--- src/rtl/flash_sec_defines.svh ---
`ifndef FLASH_SEC_DEFINES_SVH
`define FLASH_SEC_DEFINES_SVH

// ----------------------------------------
// Register offsets (byte addresses)
// ----------------------------------------
`define OFF_OPTION 12'h000
`define OFF_CONFIG 12'h004
`define OFF_PROT 12'h008
`define OFF_STATUS 12'h00C

// ----------------------------------------
// Option shadow register fields
// ----------------------------------------
`define OPT_MASK 8'hC3
`define OPT_BACKDOOR_ENABLE_BIT 7
`define OPT_NORED_BIT 6
`define OPT_SEC_MSB 1
`define OPT_SEC_LSB 0
`define SEC_UNSECURED 2'h2

// ----------------------------------------
// Configuration register fields
// ----------------------------------------
`define CFG_MASK 8'hE0
`define CFG_RESET 8'h00
`define CFG_KEY_WRITE_ACCESS_BIT 5

// ----------------------------------------
// Protection shadow register fields
// ----------------------------------------
`define PROT_MASK 8'hF8
`define PROT_OPEN_BIT 7
`define PROT_DIS_BIT 6
`define PROT_FPS_MSB 5
`define PROT_FPS_LSB 3
`define PROT_SIZE_ALL 3'h7
`define PROT_SIZE_32K 3'h5
`define PROT_SIZE_60K 3'h6
`define PROT_BASE_ALL 16'h182C
`define PROT_MIN_BYTES 17'h00200
`define ADDR_TOP 17'h10000

// ----------------------------------------
// Key window and vector area
// ----------------------------------------
`define KEY_ADDR_HI 13'h1FF6
`define KEY_BYTES 4'h8
`define VEC_AREA_HI 10'h3FF
`define VEC_RESET_LO 5'h1F
`define VEC_STEP_DOWN 10'h001

// ----------------------------------------
// Bus answers
// ----------------------------------------
`define RESP_OKAY 2'h0
`define RESP_SLVERR 2'h2

`endif

--- src/rtl/flash_sec_pkg.sv ---
package flash_sec_pkg;

    // Register selected by a bus address
    typedef enum logic [2:0] {
        SEL_NONE = 3'b000,
        SEL_OPTION = 3'b001,
        SEL_CONFIG = 3'b010,
        SEL_PROT = 3'b011,
        SEL_STATUS = 3'b100
    } reg_sel_t;

    typedef logic [7:0] byte_t;

endpackage

--- src/rtl/key_compare.sv ---
`include "flash_sec_defines.svh"

module key_compare (
    input wire logic aclk, // Bus clock
    input wire logic aresetn, // Synchronous reset, active low
    input wire logic key_byte_wr, // One key byte offered
    input wire logic [2:0] key_byte_idx, // Offset within key window
    input wire logic [7:0] key_byte_data, // Key byte value
    input wire logic key_check, // Compare now and clear
    input wire logic [63:0] stored_backdoor_key, // First byte in 63:56
    output logic key_match, // One-cycle pulse on a match
    output logic [3:0] key_count // Bytes taken so far
);

    logic [63:0] key_buf;
    logic key_bad;
    wire logic in_order;
    wire logic full;

    // Bytes must arrive at ascending offsets starting at the bottom
    assign in_order = ({1'b0, key_byte_idx} == key_count);
    assign full = (key_count == `KEY_BYTES);

    // ----------------------------------------
    // Capture and compare
    // ----------------------------------------
    // A stray or repeated byte poisons the attempt rather than being
    // dropped, so a partial key can never slide into a match.
    always_ff @(posedge aclk) begin
        if (!aresetn || key_check) begin
            key_buf <= 64'h0000000000000000;
            key_count <= 4'h0;
            key_bad <= 1'b0;
        end else if (key_byte_wr) begin
            if (!full && in_order) begin
                key_buf <= {key_buf[55:0], key_byte_data};
                key_count <= key_count + 4'h1;
            end else begin
                key_bad <= 1'b1;
            end
        end
    end

    // Match only for eight in-order bytes equal to the stored key
    always_ff @(posedge aclk) begin
        if (!aresetn) begin
            key_match <= 1'b0;
        end else begin
            key_match <= key_check && full && !key_bad &&
                (key_buf == stored_backdoor_key);
        end
    end

endmodule

--- src/rtl/flash_security_protection_cfg.sv ---
`include "flash_sec_defines.svh"


module flash_security_protection_cfg #(
    parameter int FLASH_KBYTES = 60, // Flash size variant
    parameter int ADDR_W = 12 // AXI address width
) (
    input wire logic aclk, // Bus clock
    input wire logic aresetn, // Synchronous reset, active low
    // AXI4-Lite slave
    input wire logic [ADDR_W-1:0] awaddr, // Write address
    input wire logic [2:0] awprot, // Unused protection info
    input wire logic awvalid, // Write address valid
    output logic awready, // Write address ready
    input wire logic [31:0] wdata, // Write data
    input wire logic [3:0] wstrb, // Write strobes
    input wire logic wvalid, // Write data valid
    output logic wready, // Write data ready
    output logic [1:0] bresp, // Write response
    output logic bvalid, // Write response valid
    input wire logic bready, // Write response ready
    input wire logic [ADDR_W-1:0] araddr, // Read address
    input wire logic [2:0] arprot, // Unused protection info
    input wire logic arvalid, // Read address valid
    output logic arready, // Read address ready
    output logic [31:0] rdata, // Read data
    output logic [1:0] rresp, // Read response
    output logic rvalid, // Read data valid
    input wire logic rready, // Read data ready
    // Nonvolatile contents
    input wire logic [7:0] nv_option_byte, // Stored option byte
    input wire logic [7:0] nv_protection_byte, // Stored protection byte
    input wire logic [63:0] stored_backdoor_key, // Key, first in 63:56
    input wire logic blank_check_ok, // Pulse: whole flash erased
    // Background debug write to protection
    input wire logic dbg_prot_wr, // Pulse: debug writes protection
    input wire logic [7:0] dbg_prot_data, // Value for protection
    // Flash array writes from the core or debug
    input wire logic flash_wr, // Pulse: write to flash space
    input wire logic [15:0] flash_wr_addr, // Write address
    input wire logic [7:0] flash_wr_data, // Write data
    input wire logic flash_wr_dbg, // Write issued by debug
    // Memory read/access requests
    input wire logic mem_req, // Pulse: RAM or flash access
    input wire logic mem_req_unsecured, // Source is unsecured
    input wire logic mem_req_flash_rd, // Access is a flash read
    // Vector fetch
    input wire logic vec_req, // Pulse: vector fetch
    input wire logic [15:0] vec_addr, // Vector address
    // Results
    output logic secured, // Device is secured
    output logic cmd_start, // Pulse: command write accepted
    output logic cmd_refused, // Pulse: command write refused
    output logic [15:0] cmd_addr, // Command address
    output logic [7:0] cmd_data, // Command data
    output logic mem_grant, // Pulse: access allowed
    output logic mem_deny, // Pulse: access blocked
    output logic mem_rd_invalid, // Pulse: flash read gives junk
    output logic vec_valid, // Pulse: mapped vector ready
    output logic [15:0] vec_mapped // Mapped vector address
);

    // Only the three size variants with distinct redirection exist
    if (FLASH_KBYTES != 16 && FLASH_KBYTES != 32 &&
        FLASH_KBYTES != 60) begin : g_bad_size
        $error("FLASH_KBYTES must be 16, 32 or 60");
    end
    if (ADDR_W < 4) begin : g_bad_addr
        $error("ADDR_W must be at least 4");
    end

    // ----------------------------------------
    // Registers
    // ----------------------------------------
    logic [7:0] option_shadow_reg;
    logic [7:0] config_reg;
    logic [7:0] protection_shadow_reg;
    logic have_aw;
    logic have_w;
    logic [ADDR_W-1:0] aw_addr_q;
    logic [7:0] w_byte_q;
    logic w_lane0_q;

    // Field views
    wire logic backdoor_enable;
    wire logic redirect_disable;
    wire logic [1:0] security_code;
    wire logic key_write_access;
    wire logic open_for_program;
    wire logic block_protect_off;
    wire logic [2:0] protect_size_sel;

    assign backdoor_enable = option_shadow_reg[`OPT_BACKDOOR_ENABLE_BIT];
    assign redirect_disable = option_shadow_reg[`OPT_NORED_BIT];
    assign security_code =
        option_shadow_reg[`OPT_SEC_MSB:`OPT_SEC_LSB];
    assign key_write_access = config_reg[`CFG_KEY_WRITE_ACCESS_BIT];
    assign open_for_program = protection_shadow_reg[`PROT_OPEN_BIT];
    assign block_protect_off = protection_shadow_reg[`PROT_DIS_BIT];
    assign protect_size_sel =
        protection_shadow_reg[`PROT_FPS_MSB:`PROT_FPS_LSB];

    // Every code but 10 is secure
    wire logic is_secured;
    assign is_secured = (security_code != `SEC_UNSECURED);

    // ----------------------------------------
    // Protected range and redirection
    // ----------------------------------------
    wire logic [16:0] block_bytes;
    wire logic [16:0] pow_base;
    wire logic [15:0] protect_base;
    wire logic protect_active;
    wire logic size_has_redirect;
    wire logic redirect_active;
    wire logic [9:0] redirect_hi;

    // Size doubles from 512 bytes per code step; 111 is nearly all
    assign block_bytes = `PROT_MIN_BYTES << protect_size_sel;
    assign pow_base = `ADDR_TOP - block_bytes;
    assign protect_base = (protect_size_sel == `PROT_SIZE_ALL) ?
        `PROT_BASE_ALL : pow_base[15:0];
    assign protect_active = !block_protect_off;

    // Large blocks only redirect on the bigger variants
    assign size_has_redirect =
        (protect_size_sel == `PROT_SIZE_ALL) ? 1'b0 :
        (protect_size_sel == `PROT_SIZE_60K) ? (FLASH_KBYTES == 60) :
        (protect_size_sel == `PROT_SIZE_32K) ? (FLASH_KBYTES >= 32) :
        1'b1;
    assign redirect_active = open_for_program && protect_active &&
        !redirect_disable && size_has_redirect;
    assign redirect_hi = protect_base[15:6] - `VEC_STEP_DOWN;

    // ----------------------------------------
    // Flash write steering
    // ----------------------------------------
    wire logic in_key_window;
    wire logic key_wr;
    wire logic key_wr_dropped;
    wire logic cmd_wr;
    wire logic cmd_blocked;

    assign in_key_window = (flash_wr_addr[15:3] == `KEY_ADDR_HI);
    // Debug can never feed the comparator, so its writes there are lost while key access is set
    assign key_wr = flash_wr && key_write_access && in_key_window &&
        !flash_wr_dbg;
    assign key_wr_dropped = flash_wr && key_write_access &&
        in_key_window && flash_wr_dbg;
    assign cmd_wr = flash_wr && !key_wr && !key_wr_dropped;
    // Open clear, address in block, or debug while secured all refuse
    assign cmd_blocked = !open_for_program ||
        (protect_active && (flash_wr_addr >= protect_base)) ||
        (flash_wr_dbg && is_secured);

    // ----------------------------------------
    // Bus decode
    // ----------------------------------------
    wire logic aw_hs;
    wire logic w_hs;
    wire logic ar_hs;
    wire logic write_fire;
    wire logic next_have_aw;
    wire logic next_have_w;
    wire logic next_bvalid;
    wire logic next_rvalid;
    flash_sec_pkg::reg_sel_t wr_sel;
    flash_sec_pkg::reg_sel_t rd_sel;
    wire logic [7:0] rd_byte;
    wire logic [7:0] status_byte;
    wire logic cfg_wr;
    wire logic key_check;
    wire logic key_match;
    wire logic [3:0] key_count;

    assign aw_hs = awvalid && awready;
    assign w_hs = wvalid && wready;
    assign ar_hs = arvalid && arready;
    assign write_fire = have_aw && have_w && !bvalid;
    assign next_have_aw = write_fire ? 1'b0 : (have_aw || aw_hs);
    assign next_have_w = write_fire ? 1'b0 : (have_w || w_hs);
    assign next_bvalid = write_fire || (bvalid && !bready);
    assign next_rvalid = ar_hs || (rvalid && !rready);

    function automatic flash_sec_pkg::reg_sel_t decode(
        input logic [ADDR_W-1:0] a
    );
        case (a)
            ADDR_W'(`OFF_OPTION): decode = flash_sec_pkg::SEL_OPTION;
            ADDR_W'(`OFF_CONFIG): decode = flash_sec_pkg::SEL_CONFIG;
            ADDR_W'(`OFF_PROT): decode = flash_sec_pkg::SEL_PROT;
            ADDR_W'(`OFF_STATUS): decode = flash_sec_pkg::SEL_STATUS;
            default: decode = flash_sec_pkg::SEL_NONE;
        endcase
    endfunction

    assign wr_sel = decode(aw_addr_q);
    assign rd_sel = decode(araddr);

    // Own status view: secured, key progress, range state
    assign status_byte = {1'b0, protect_active, redirect_active,
        key_count, is_secured};

    assign rd_byte =
        (rd_sel == flash_sec_pkg::SEL_OPTION) ?
            (option_shadow_reg & `OPT_MASK) :
        (rd_sel == flash_sec_pkg::SEL_CONFIG) ?
            (config_reg & `CFG_MASK) :
        (rd_sel == flash_sec_pkg::SEL_PROT) ?
            (protection_shadow_reg & `PROT_MASK) :
        (rd_sel == flash_sec_pkg::SEL_STATUS) ? status_byte : 8'h00;

    // Option and protection sit in no write path from the bus
    assign cfg_wr = write_fire && w_lane0_q &&
        (wr_sel == flash_sec_pkg::SEL_CONFIG);
    // Software dropping key access is what launches the comparison
    assign key_check = cfg_wr && key_write_access &&
        !w_byte_q[`CFG_KEY_WRITE_ACCESS_BIT];

    // ----------------------------------------
    // Key capture and comparison
    // ----------------------------------------
    key_compare u_key (
        .aclk(aclk),
        .aresetn(aresetn),
        .key_byte_wr(key_wr),
        .key_byte_idx(flash_wr_addr[2:0]),
        .key_byte_data(flash_wr_data),
        .key_check(key_check),
        .stored_backdoor_key(stored_backdoor_key),
        .key_match(key_match),
        .key_count(key_count)
    );

    // ----------------------------------------
    // Option shadow
    // ----------------------------------------
    // Reloaded on every reset; afterwards only unlock events touch it,
    // so a new option byte needs a fresh reset to take effect.
    always_ff @(posedge aclk) begin
        if (!aresetn) begin
            option_shadow_reg <= nv_option_byte & `OPT_MASK;
        end else if ((key_match && backdoor_enable) ||
                     blank_check_ok) begin
            option_shadow_reg[`OPT_SEC_MSB:`OPT_SEC_LSB] <=
                `SEC_UNSECURED;
        end
    end

    // ----------------------------------------
    // Configuration and protection shadow
    // ----------------------------------------
    always_ff @(posedge aclk) begin
        if (!aresetn) begin
            config_reg <= `CFG_RESET;
        end else if (cfg_wr) begin
            config_reg <= w_byte_q & `CFG_MASK;
        end
    end

    always_ff @(posedge aclk) begin
        if (!aresetn) begin
            protection_shadow_reg <=
                nv_protection_byte & `PROT_MASK;
        end else if (dbg_prot_wr) begin
            protection_shadow_reg <=
                dbg_prot_data & `PROT_MASK;
        end
    end

    // ----------------------------------------
    // AXI4-Lite write channel
    // ----------------------------------------
    // Address and data are taken in either order, response after both
    always_ff @(posedge aclk) begin
        if (!aresetn) begin
            have_aw <= 1'b0;
            have_w <= 1'b0;
            awready <= 1'b0;
            wready <= 1'b0;
            bvalid <= 1'b0;
            bresp <= `RESP_OKAY;
        end else begin
            have_aw <= next_have_aw;
            have_w <= next_have_w;
            awready <= !next_have_aw && !next_bvalid;
            wready <= !next_have_w && !next_bvalid;
            bvalid <= next_bvalid;
            if (write_fire) begin
                bresp <= (wr_sel == flash_sec_pkg::SEL_NONE) ?
                    `RESP_SLVERR : `RESP_OKAY;
            end
        end
    end

    always_ff @(posedge aclk) begin
        if (!aresetn) begin
            aw_addr_q <= '0;
            w_byte_q <= 8'h00;
            w_lane0_q <= 1'b0;
        end else begin
            if (aw_hs) begin
                aw_addr_q <= awaddr;
            end
            if (w_hs) begin
                w_byte_q <= wdata[7:0];
                w_lane0_q <= wstrb[0];
            end
        end
    end

    // ----------------------------------------
    // AXI4-Lite read channel
    // ----------------------------------------
    always_ff @(posedge aclk) begin
        if (!aresetn) begin
            arready <= 1'b0;
            rvalid <= 1'b0;
            rdata <= 32'h00000000;
            rresp <= `RESP_OKAY;
        end else begin
            arready <= !next_rvalid;
            rvalid <= next_rvalid;
            if (ar_hs) begin
                rdata <= {24'h000000, rd_byte};
                rresp <= (rd_sel == flash_sec_pkg::SEL_NONE) ?
                    `RESP_SLVERR : `RESP_OKAY;
            end
        end
    end

    // ----------------------------------------
    // Command steering and access control
    // ----------------------------------------
    always_ff @(posedge aclk) begin
        if (!aresetn) begin
            cmd_start <= 1'b0;
            cmd_refused <= 1'b0;
            cmd_addr <= 16'h0000;
            cmd_data <= 8'h00;
        end else begin
            cmd_start <= cmd_wr && !cmd_blocked;
            cmd_refused <= cmd_wr && cmd_blocked;
            if (cmd_wr) begin
                cmd_addr <= flash_wr_addr;
                cmd_data <= flash_wr_data;
            end
        end
    end

    // Flash read data is junk while key access is set, whatever the source
    always_ff @(posedge aclk) begin
        if (!aresetn) begin
            secured <= 1'b1;
            mem_grant <= 1'b0;
            mem_deny <= 1'b0;
            mem_rd_invalid <= 1'b0;
        end else begin
            secured <= is_secured;
            mem_deny <= mem_req && is_secured &&
                mem_req_unsecured;
            mem_grant <= mem_req &&
                !(is_secured && mem_req_unsecured);
            mem_rd_invalid <= mem_req && mem_req_flash_rd &&
                key_write_access;
        end
    end

    // ----------------------------------------
    // Vector mapping
    // ----------------------------------------
    wire logic vec_in_area;
    wire logic vec_is_reset;

    assign vec_in_area = (vec_addr[15:6] == `VEC_AREA_HI);
    assign vec_is_reset = (vec_addr[5:1] == `VEC_RESET_LO);

    always_ff @(posedge aclk) begin
        if (!aresetn) begin
            vec_valid <= 1'b0;
            vec_mapped <= 16'h0000;
        end else begin
            vec_valid <= vec_req;
            if (vec_req) begin
                if (redirect_active && vec_in_area &&
                    !vec_is_reset) begin
                    vec_mapped <= {redirect_hi, vec_addr[5:0]};
                end else begin
                    vec_mapped <= vec_addr;
                end
            end
        end
    end

endmodule

--- config.mk ---
export PLATFORM = sky130hd
export DESIGN_NAME = flash_security_protection_cfg
export DESIGN_NICKNAME = d
export VERILOG_FILES = /design/src/rtl/flash_sec_pkg.sv /design/src/rtl/key_compare.sv /design/src/rtl/flash_security_protection_cfg.sv
export VERILOG_INCLUDE_DIRS = /design/src /design/src/rtl
export SDC_FILE = /design/constraint.sdc
export NUM_CORES = 1
export LEC_CHECK = 0
export ABC_AREA = 1
export BUFFER_PORTS_ARGS = -buffer_cell sky130_fd_sc_hd__buf_2
export CAP_MARGIN = 20
export CORE_MARGIN = 4
export CORE_UTILIZATION = 50
export CTS_CLUSTER_DIAMETER = 120
export CTS_CLUSTER_SIZE = 25
export DETAILED_ROUTE_END_ITERATION = 7
export PLACE_DENSITY = 0.86
export SYNTH_ARGS = -nofsm -noshare
export SYNTH_HDL_FRONTEND = slang
export SYNTH_SLANG_ARGS = --single-unit
--- constraint.sdc ---
create_clock -name aclk -period 2.2 [get_ports aclk]
set_clock_uncertainty 0.1 [all_clocks]
set_input_delay 0.11 -clock aclk [delete_from_list [all_inputs] [get_ports aclk]]
set_output_delay 0.11 -clock aclk [all_outputs]
set_load 0.005 [all_outputs]
[After elaboration in Yosys (flattened, before gate mapping)]
Cells that the tools add are included.
Storage, ports and cells
  register bits: 169
  bits in latches: 0
  memory bits (writable): 0
  memory bits (read-only): 0
  bits of input ports: 209
  output and inout port bits: 88
  logic and storage cells: 148
  memories kept: 0
Operators by class
  $add $sub $neg: 3
  multipliers: 0
  div/mod/pow operators: 0
  magnitude comparators: 1
  eq/ne operators: 21
  shifts and indexed selects: 1
  mux-type cells: 17
  bitwise operators: 1
  reduce and logical (&&, ||, !) cells: 73
Operators by type and width (count)
  $eq 64x64->1: 1
  $eq 12x4->1 const B: 4
  $mux 8: 5
  $logic_and 1x1->1: 39
  $mux 16: 2
  $eq 12x3->1 const B: 2
  $logic_not 12->1: 2
  $pmux 3 s4: 2
  $logic_not 1->1: 20
  $ge 16x16->1: 1
  $shl 10x3->16 const A: 1
  $sub 1x16->16 const A: 1
  $eq 13x13->1 const B: 1
  $eq 10x10->1 const B: 1
  $sub 10x1->10 const B: 1
  $eq 3x2->1 const B: 3
  $logic_or 1x1->1: 8
  $mux 2: 4
  $mux 7: 1
  $eq 3x3->1 const B: 2
  $logic_not 3->1: 2
  $eq 5x5->1 const B: 1
  $add 4x1->4 const B: 1
  $eq 3x4->1: 1
  other kinds (7): 11

[Depth between registers and ports, before layout]
Gate-level depths: netlist (run 1).
  depth after elaboration: 9
  gate-level depth with buffers: 13
  mapped depth without buffers: 13

[Modules after synthesis]
A second synthesis (run 1) with hierarchy kept.
Unflattened totals
  cell total of the unflattened synthesis: 1094
  area, all modules: 7732.4 sq um
Modules (own cells, without submodules)
  flash_security_protection_cfg: times used 1, cells an instance 548, area an instance 4189.0 sq um, sequential area each 1931.9 sq um
  key_compare: times used 1, cells an instance 546, area an instance 3543.4 sq um, sequential area each 1401.3 sq um

[Worst setup path before layout (run 1)]
OpenSTA, ideal clock, no wires.
  path type: reg-to-reg
  start point: register protection_shadow_reg[5]
  end point: register cmd_start
  library setup time: 0.064 ns
  data arrival time: 1.683 ns
  required time: 2.036 ns
  path slack: 0.353 ns
  cell stages (with the launch flop): 14
  buffers on the path: 0
  clock period less this slack: 1.847 ns
  cell sequence: edfxtp_1 > nand2_1 > nor2_1 > inv_1 > nand2_1 > inv_1 > ha_1 > a21oi_1 > o21ai_0 > a21oi_1 > nand2_1 > nand2_1 > nand2_1 > nor2_1
Between the ends
  longest elaborated chain between the ends: 9
  elaborated cells between the ends (all ways): 10
  classes of those cells: add/sub: 1; order compare: 1; eq/ne: 1; shift: 1; mux: 1; reduce/logical: 5
Ends and longest elaborated chain
  start, declared: line flash_security_protection_cfg.sv:77  | logic [7:0] protection_shadow_reg;
  start signal, assigned: line flash_security_protection_cfg.sv:263  | protection_shadow_reg <=
  start signal, assigned: line flash_security_protection_cfg.sv:266  | protection_shadow_reg <=
  $shl 10x3->16 (no source line)
  $sub 1x16->16 (no source line)
  $mux 16 (*): line flash_security_protection_cfg.sv:121  | assign protect_base = (protect_size_sel == `PROT_SIZE_ALL) ?
  $ge 16x16->1 (*): line flash_security_protection_cfg.sv:153  | (protect_active && (flash_wr_addr >= protect_base)) ||
  $logic_and 1x1->1 (*): line flash_security_protection_cfg.sv:153
  $logic_or 1x1->1 (*): line flash_security_protection_cfg.sv:152  | assign cmd_blocked = !open_for_program ||
  $logic_or 1x1->1 (*): line flash_security_protection_cfg.sv:153
  $logic_not 1->1 (*): line flash_security_protection_cfg.sv:342  | cmd_start <= cmd_wr && !cmd_blocked;
  $logic_and 1x1->1 (*): line flash_security_protection_cfg.sv:342
  end signal, assigned: line flash_security_protection_cfg.sv:342
  end, declared: line flash_security_protection_cfg.sv:52  | output logic cmd_start,
Mark *: on every way between the ends. The rest lies on a longest branch, timed or not.
A chain may end at the register's enable or synchronous reset.

[Final worst setup path (run 1)]
Same ends and word-level chain as after synthesis.

==> results of run 1 <==
layer usage:
metal  vias up  share of wire, %  routed length [µm]  global-route usage [%]
met1      4049                41               10800                    35.7
met4         2               3.5                 937                    11.6
met2       463                47               12500                    45.2
met3        96               8.3                2210                    6.22
met5         -             0.026                   7                       0
li1       4403                 -                   -                       -
layout make-up:
cell class,count,area (µm²)
tap,216,270
clock buffer,17,425
multi-input combinational,843,3790
sequential,162,3330
clock inverter,15,189
inverter,209,785
timing repair buffer,318,2070
fill,1242,5070
antenna,1,2.50
path summary, 6_finish.rpt:
check | endpoint | startpoint | cells past startpoint
setup / recovery | cmd_start$_SDFF_PN0_ | protection_shadow_reg[5]$_DFFE_PP_ | 13
hold / removal | have_w$_SDFF_PN0_ | wvalid | 3
setup reg to reg | cmd_start$_SDFF_PN0_ | protection_shadow_reg[5]$_DFFE_PP_ | 13
hold reg to reg | vec_mapped[12]$_SDFFE_PN0P_ | vec_mapped[12]$_SDFFE_PN0P_ | 2
cells in the mapped netlist, types with 2 or more instances:
| master | count |
|---|---|
| nand2_1 | 381 |
| inv_1 | 202 |
| dfxtp_1 | 153 |
| nor2_1 | 148 |
| o21ai_0 | 99 |
| a21oi_1 | 41 |
| nand3_1 | 35 |
| o21ai_1 | 32 |
| buf_4 | 26 |
| clkbuf_1 | 20 |
| ha_1 | 12 |
| nand4_1 | 12 |
| xnor2_1 | 12 |
| nor3_1 | 11 |
| buf_2 | 9 |
| edfxtp_1 | 9 |
| buf_6 | 8 |
| inv_2 | 6 |
| xor2_1 | 6 |
| a22o_1 | 5 |
| o211ai_1 | 5 |
| or2_2 | 3 |
| o21a_1 | 2 |
| o22ai_1 | 2 |
stage by stage:
stage,instances,cell area (µm²),setup WS (ns),hold WS [ns],setup TNS (ns)
3_5_place_dp,1659,9350,-0.154,0.201,-0.873
3_3_place_gp,1659,9350,-0.0616,0.203,-0.111
5_1_grt,1780,10900,0.0189,0.0558,0
2_1_floorplan,1276,8290,0.353,0.100,0
4_1_cts,1778,10800,0.0641,0.00965,0
6_report,1781,10900,0.108,0.0406,0
logic make-up (layout without fill, tap and decap cells):
family                     count (synthesis)  in the layout  synth area share (%)
AOI/OAI and AO/OA                        189            189                  12.1
adders and majority gates                 12             12                  1.83
DFF                                      162            162                  40.7
other                                      1             27                0.0458
and+or+nand+nor                          597            598                  28.9
xor gates and xnor gates                  18             18                  1.92
buffers and inverters                    272            559                  14.5
what timing repair did:
action                                  4_1_cts  5_1_grt
endpoints found under the setup margin       13        6
resized for setup                             2        5
hold endpoints to repair                     96        0
hold buffers                                 87        0
cloned                                        0        1
setup buffers                                 0        1
pin swaps                                     0        1
worst max-delay path: cells and delay by family (launching register included):
kind	cells	cell delay [ns]
AO/OA/AOI/OAI	3	0.39
flip-flops	1	0.40
buffers and inverters	3	0.32
adder cells (fa/ha/maj)	1	0.30
AND/OR/NAND/NOR	6	0.52
power groups by stage:
| stage | clock, mW | sequential, mW | combinational (mW) |
|---|---|---|---|
| after CTS | 3.02 | 3.13 | 0.889 |
| final | 2.99 | 3.14 | 0.951 |
| after global routing | 3.14 | 3.15 | 1.04 |
| after global placement | 0 | 3.19 | 0.744 |
| after floorplan | 0 | 3.19 | 0.431 |
| after detailed placement | 0 | 3.19 | 0.760 |
==> results.ini, run 1 <==
[setup_path]
start_kind = flop
path_class = flop to flop
cp-end-kind = flop
slowest_delay_ns = 0.40
crit_top_cell = nand2_1
worstPathCellList = buf_4 -> inv_1 -> nand2_1 -> nand2_1 -> inv_1 -> ha_1 -> a21oi_1 -> o21ai_0 -> a21oi_1 -> nand2_1 -> nand2_1 -> nand2_1 -> nor2_1
path_max_fanout = 5
r2r_setup_slack_ns = 0.11
cp_slowest_cell = edfxtp_1
crit_required_ns = 2.47
cp.arrival_ns = 2.36

[clocking]
path_clk_slew_ns = 0.08
htree_levels = 4
clockRootBuffer = clkbuf_16
numCtsBuffers = 17
cts_sinks = 162
insertion_delay_ns = 0.44
cts_tree = yes
clockBufferDepth = 2

[timing]
fin_crit_sh_pct = 95.1
final_hold_viol_count = 0
setup_viol = 0
relSlewSlack_pct = 58.0
rsz0062_at_grt = false
finalCriticalPeriod_ns = 2.09
slew_violations = 0
fmax_mhz = 478
tightest_slew_ns = 0.629

[placed_design]
dp_hpwl_um = 17100
numPortBuffers = 222
gp_congestion = 0.874

[power]
power_density_nw_per_um2 = 651
peakVddDrop_mv = 0.512
p_clk_share_pct = 42.3
p_seq_share_pct = 44.3
comb_power_share_pct = 13.4
swShare_pct = 28.8
p_leak_nw = 5.73
switching_power_mw = 2.04
internal-power_mw = 5.04
power_mw = 7.08

[global_route]
grt-ovfl-total = 0
grt_pass1_wl_um = 41200
grt_pass1_vias = 8566
grt_max_degree = 99
grt_util_all_layers_pct = 27.8
antenna_found_initial = 1

[logic_synthesis]
yosysTopAreaCell = dfxtp_1
syn_inst = 1251
synth-seq-cells = 162
netlist_top_cells_area = dfxtp_1, nand2_1, inv_1, nor2_1, o21ai_0
postSynthAreaPerCell_um2 = 6.55
synth_area_um2 = 8190
synth-main-ff-cell = dfxtp_1
synthDominantCellAreaShare_pct = 37.4
yosysWarnings = 0
synth_edf_count = 9
synth-seq-area-share_pct = 40.7
ys_async_sr_fraction_pct = 0
synth_cell_type_count = 36

[status]
status = complete, no violations

[run]
drv_cap = 0

[route]
dr_total_vias = 9013
ant_nets = 0
drc = 0
first_pass_iters = 5
wl_um = 26500
first_iter_violations = 842
wl_per_cell_um = 14.9
vias_per_cell = 5.06

[layout]
largestRegisters = u_key.key_buf: 64 flops, cmd_addr: 16 flops, vec_mapped: 16 flops
final_common_cell = nand2_1
fin_util_pct = 68.2
largest_reg_flops = 64
final_cell_mix = nand2_1, buf_2, inv_1, dfxtp_1, nor2_1
areaGrowthSynthToFinish_pct = 32.7
drive_gt1_share_pct = 18.0
nets = 1772
regMostFlops = u_key.key_buf

[min_path]
hold_path_class = input pin to flop

[die]
start_util_pct = 51.4
io_pins = 297
die_w_um = 136
coreArea_um2 = 15900
row_count = 46
die_h_um = 136
dieArea_um2 = 18500

Power figures use the tool's default switching activity.
==> run 2: changes to the inputs <==
--- a/config.mk
+++ b/config.mk
@@ -10,11 +10,12 @@
 export BUFFER_PORTS_ARGS = -buffer_cell sky130_fd_sc_hd__buf_2
 export CAP_MARGIN = 20
 export CORE_MARGIN = 4
-export CORE_UTILIZATION = 50
+export CORE_UTILIZATION = 45
 export CTS_CLUSTER_DIAMETER = 120
 export CTS_CLUSTER_SIZE = 25
 export DETAILED_ROUTE_END_ITERATION = 7
-export PLACE_DENSITY = 0.86
+export PLACE_DENSITY = 0.79
+export RECOVER_POWER = 100
 export SYNTH_ARGS = -nofsm -noshare
 export SYNTH_HDL_FRONTEND = slang
 export SYNTH_SLANG_ARGS = --single-unit
==> run 2 against run 1 <==
Highest routed layer unchanged. Clock-buffer cell count stayed put. Fmax up 1.4%. Routed wire length is 4.6% lower. Clock power hardly changed. Flip-flop and latch count is the same. Register-to-register slack gained 0.03 ns. Final cell count increased by 0.95%. Total power shrank 0.13%. Largest power group unchanged. Design area decreased by 0.36%. Core utilization shrank 7.9 points. Via count decreased by 3.6%.
==> results.ini, run 2 (synthesis gave the netlist of run 1 again) <==
[route]
routed.top_layer = met5  ; unchanged
first_iter_violations = 594  ; was 842
wl_met3_um = 1920  ; was 2210 µm
vias_per_cell = 4.83  ; was 5.06
dr_total_vias = 8693  ; was 9013
met1Wirelength_um = 11000  ; was 10800 µm
first_pass_iters = 5  ; unchanged
drc = 0  ; unchanged
wl_per_cell_um = 14.0  ; was 14.9 µm
wl_met2_um = 11500  ; was 12500 µm
wl_um = 25300  ; was 26500 µm
ant_nets = 0  ; unchanged

[power]
p_clk_share_pct = 42.8  ; was 42.3%
internal-power_mw = 5.02  ; was 5.04 mW
p_seq_share_pct = 44.3  ; about the same
peakVddDrop_mv = 0.634  ; was 0.512 mV
switching_power_mw = 2.05  ; was 2.04 mW
p_leak_nw = 5.55  ; was 5.73 nW
comb_power_share_pct = 12.9  ; was 13.4%
power_density_nw_per_um2 = 653  ; was 651 nW/µm²
swShare_pct = 28.9  ; was 28.8%

[die]
row_count = 49  ; was 46
coreArea_um2 = 18000  ; was 15900 µm²
io_pins = 297  ; unchanged
die_h_um = 143  ; was 136 µm
die_w_um = 143  ; was 136 µm
start_util_pct = 45.6  ; was 51.4%
dieArea_um2 = 20400  ; was 18500 µm²

[timing]
finalCriticalPeriod_ns = 2.06  ; was 2.09 ns
slew_violations = 0  ; unchanged
fmax_mhz = 485  ; was 478 MHz
fin_crit_sh_pct = 93.8  ; was 95.1%
setup_viol = 0  ; unchanged
relSlewSlack_pct = 36.9  ; was 58.0%
final_hold_viol_count = 0  ; unchanged
hold_ws_ns = 0.0347  ; was 0.0406 ns
tightest_slew_ns = 0.943  ; was 0.629 ns

[placed_design]
post_dp_cell_area_um2 = 9390  ; was 9350 µm²
gp_congestion = 0.898  ; was 0.874
numPortBuffers = 222  ; unchanged
dp_hpwl_um = 17500  ; was 17100 µm

[clocking]
clockRootBuffer = clkbuf_16  ; unchanged
clockBufferDepth = 2  ; unchanged
insertion_delay_ns = 0.44  ; about the same
htree_levels = 4  ; unchanged
cts_tree = yes  ; unchanged
numCtsBuffers = 17  ; unchanged
path_clk_slew_ns = 0.08  ; about the same
cts_sinks = 162  ; unchanged

[layout]
fin_util_pct = 60.3  ; was 68.2%
final_cell_mix = nand2_1, inv_1, buf_2, dfxtp_1, nor2_1  ; was nand2_1, buf_2, inv_1, dfxtp_1, nor2_1
regMostFlops = u_key.key_buf  ; unchanged
largestRegisters = u_key.key_buf: 64 flops, cmd_addr: 16 flops, vec_mapped: 16 flops  ; unchanged
stdcell_area_um2 = 10800  ; was 10900 µm²
nets = 1776  ; was 1772
largest_reg_flops = 64  ; unchanged
areaGrowthSynthToFinish_pct = 32.2  ; was 32.7%
final_common_cell = nand2_1  ; unchanged
drive_gt1_share_pct = 14.5  ; was 18.0%

[status]
status = complete, no violations  ; unchanged

[min_path]
min_delay_path_depth = 5  ; was 3
hold_path_class = input pin to flop  ; unchanged
hold_end = rdata[5]$_SDFFE_PN0P_  ; was have_w$_SDFF_PN0_
hp-start = araddr[3]  ; was wvalid

[setup_path]
crit_top_cell = nand2_1  ; unchanged
crit_required_ns = 2.48  ; was 2.47 ns
start_kind = flop  ; unchanged
worstPathCellList = buf_4 -> inv_1 -> nand2_1 -> nand2_1 -> inv_1 -> ha_1 -> a21oi_1 -> o21ai_0 -> a21oi_1 -> nand2_1 -> nand2_1 -> nand2_1 -> nor2_1  ; unchanged
path_max_fanout = 5  ; unchanged
cp-end-kind = flop  ; unchanged
r2r_end = cmd_start$_SDFF_PN0_  ; unchanged
r2r-start = protection_shadow_reg[5]$_DFFE_PP_  ; unchanged
path_class = flop to flop  ; unchanged
cp.arrival_ns = 2.34  ; was 2.36 ns
reg2reg_depth = 13  ; unchanged
slowest_delay_ns = 0.40  ; about the same
r2r_setup_slack_ns = 0.14  ; was 0.11 ns
cp_slowest_cell = edfxtp_1  ; unchanged

[run]
drv_cap = 0  ; unchanged

[global_route]
grt-ovfl-total = 0  ; unchanged
grt_max_degree = 66  ; was 99
grt_pass1_vias = 8101  ; was 8566
antenna_found_initial = 2  ; was 1
grt_util_all_layers_pct = 24.4  ; was 27.8%
grt_pass1_wl_um = 39700  ; was 41200 µm

-- run 2: cell types whose count changed in the layout (fill, tap and decap cells not counted), moves of 3 or more --
cell and delta:
inv_8 +3, o21ai_0 +8, buf_2 -50, clkbuf_1 +51, o21ai_1 -8
-- run 2: per-layer routing --
metal | up-vias | track usage [%]
li1 | 4400 | -
met2 | 368 | 38.5
met4 | 4 | 9.90
met3 | 79 | 6.03
met1 | 3842 | 32.0
met5 | - | 0
-- run 2: area by class of cell --
class	count	area [µm²]
fillers	1622	7130
diodes	1	2.50
well taps	229	287
clock buffers	17	425
clock inverters	15	180
flip-flops and latches	162	3330
inverters	209	785
repair buffers	322	2040
multi-input cells	843	3780
-- run 2: worst max-delay path by stage --
stage,start,to,slack [ns],depth (start not counted)
finish,protection_shadow_reg[5]$_DFFE_PP_,cmd_start$_SDFF_PN0_,0.14,13
global route,protection_shadow_reg[5]$_DFFE_PP_,cmd_start$_SDFF_PN0_,-0.01,11
CTS,protection_shadow_reg[3]$_DFFE_PP_,cmd_start$_SDFF_PN0_,0.06,13
detailed placement,flash_wr_addr[11],cmd_refused$_SDFF_PN0_,-0.10,12
global placement,flash_wr_addr[11],cmd_refused$_SDFF_PN0_,-0.10,12
floorplan,protection_shadow_reg[5]$_DFFE_PP_,cmd_start$_SDFF_PN0_,0.35,13
-- run 2: power groups by stage --
stage / combinational, mW / sequential, mW / clock [mW]
floorplan: 0.431 / 3.19 / 0
global placement: 0.752 / 3.19 / 0
detailed placement: 0.763 / 3.19 / 0
CTS: 0.896 / 3.13 / 3.06
global route: 1.02 / 3.14 / 3.18
finish: 0.913 / 3.13 / 3.02
-- run 2: repair_timing --
item                                    CTS  global route
pin swaps                                 0             2
buffers inserted                          0             2
hold buffers                             88             0
hold endpoints to repair                 95             0
gates resized for setup                   2             3
cloned                                    0             1
endpoints found under the setup margin    5             2
-- run 2: worst max-delay path: cells and delay by family, from the launching register on --
family / cells / cell delay [ns]
AO/OA/AOI/OAI: 3 / 0.38
adder cells (fa/ha/maj): 1 / 0.30
buffers and inverters: 3 / 0.32
flip-flops: 1 / 0.40
AND/OR/NAND/NOR: 6 / 0.48
-- run 2: stage by stage --
| stage | setup WS (ns) | setup TNS, ns | total power, mW | cells |
|---|---|---|---|---|
| final | 0.136 | 0 | 7.07 | 1798 |
| after floorplan | 0.353 | 0 | 3.63 | 1276 |
| after detailed placement | -0.103 | -0.381 | 3.96 | 1674 |
| after global placement | -0.101 | -0.260 | 3.94 | 1674 |
| after CTS | 0.0550 | 0 | 7.09 | 1794 |
| after global routing | -0.0117 | -0.0152 | 7.34 | 1797 |
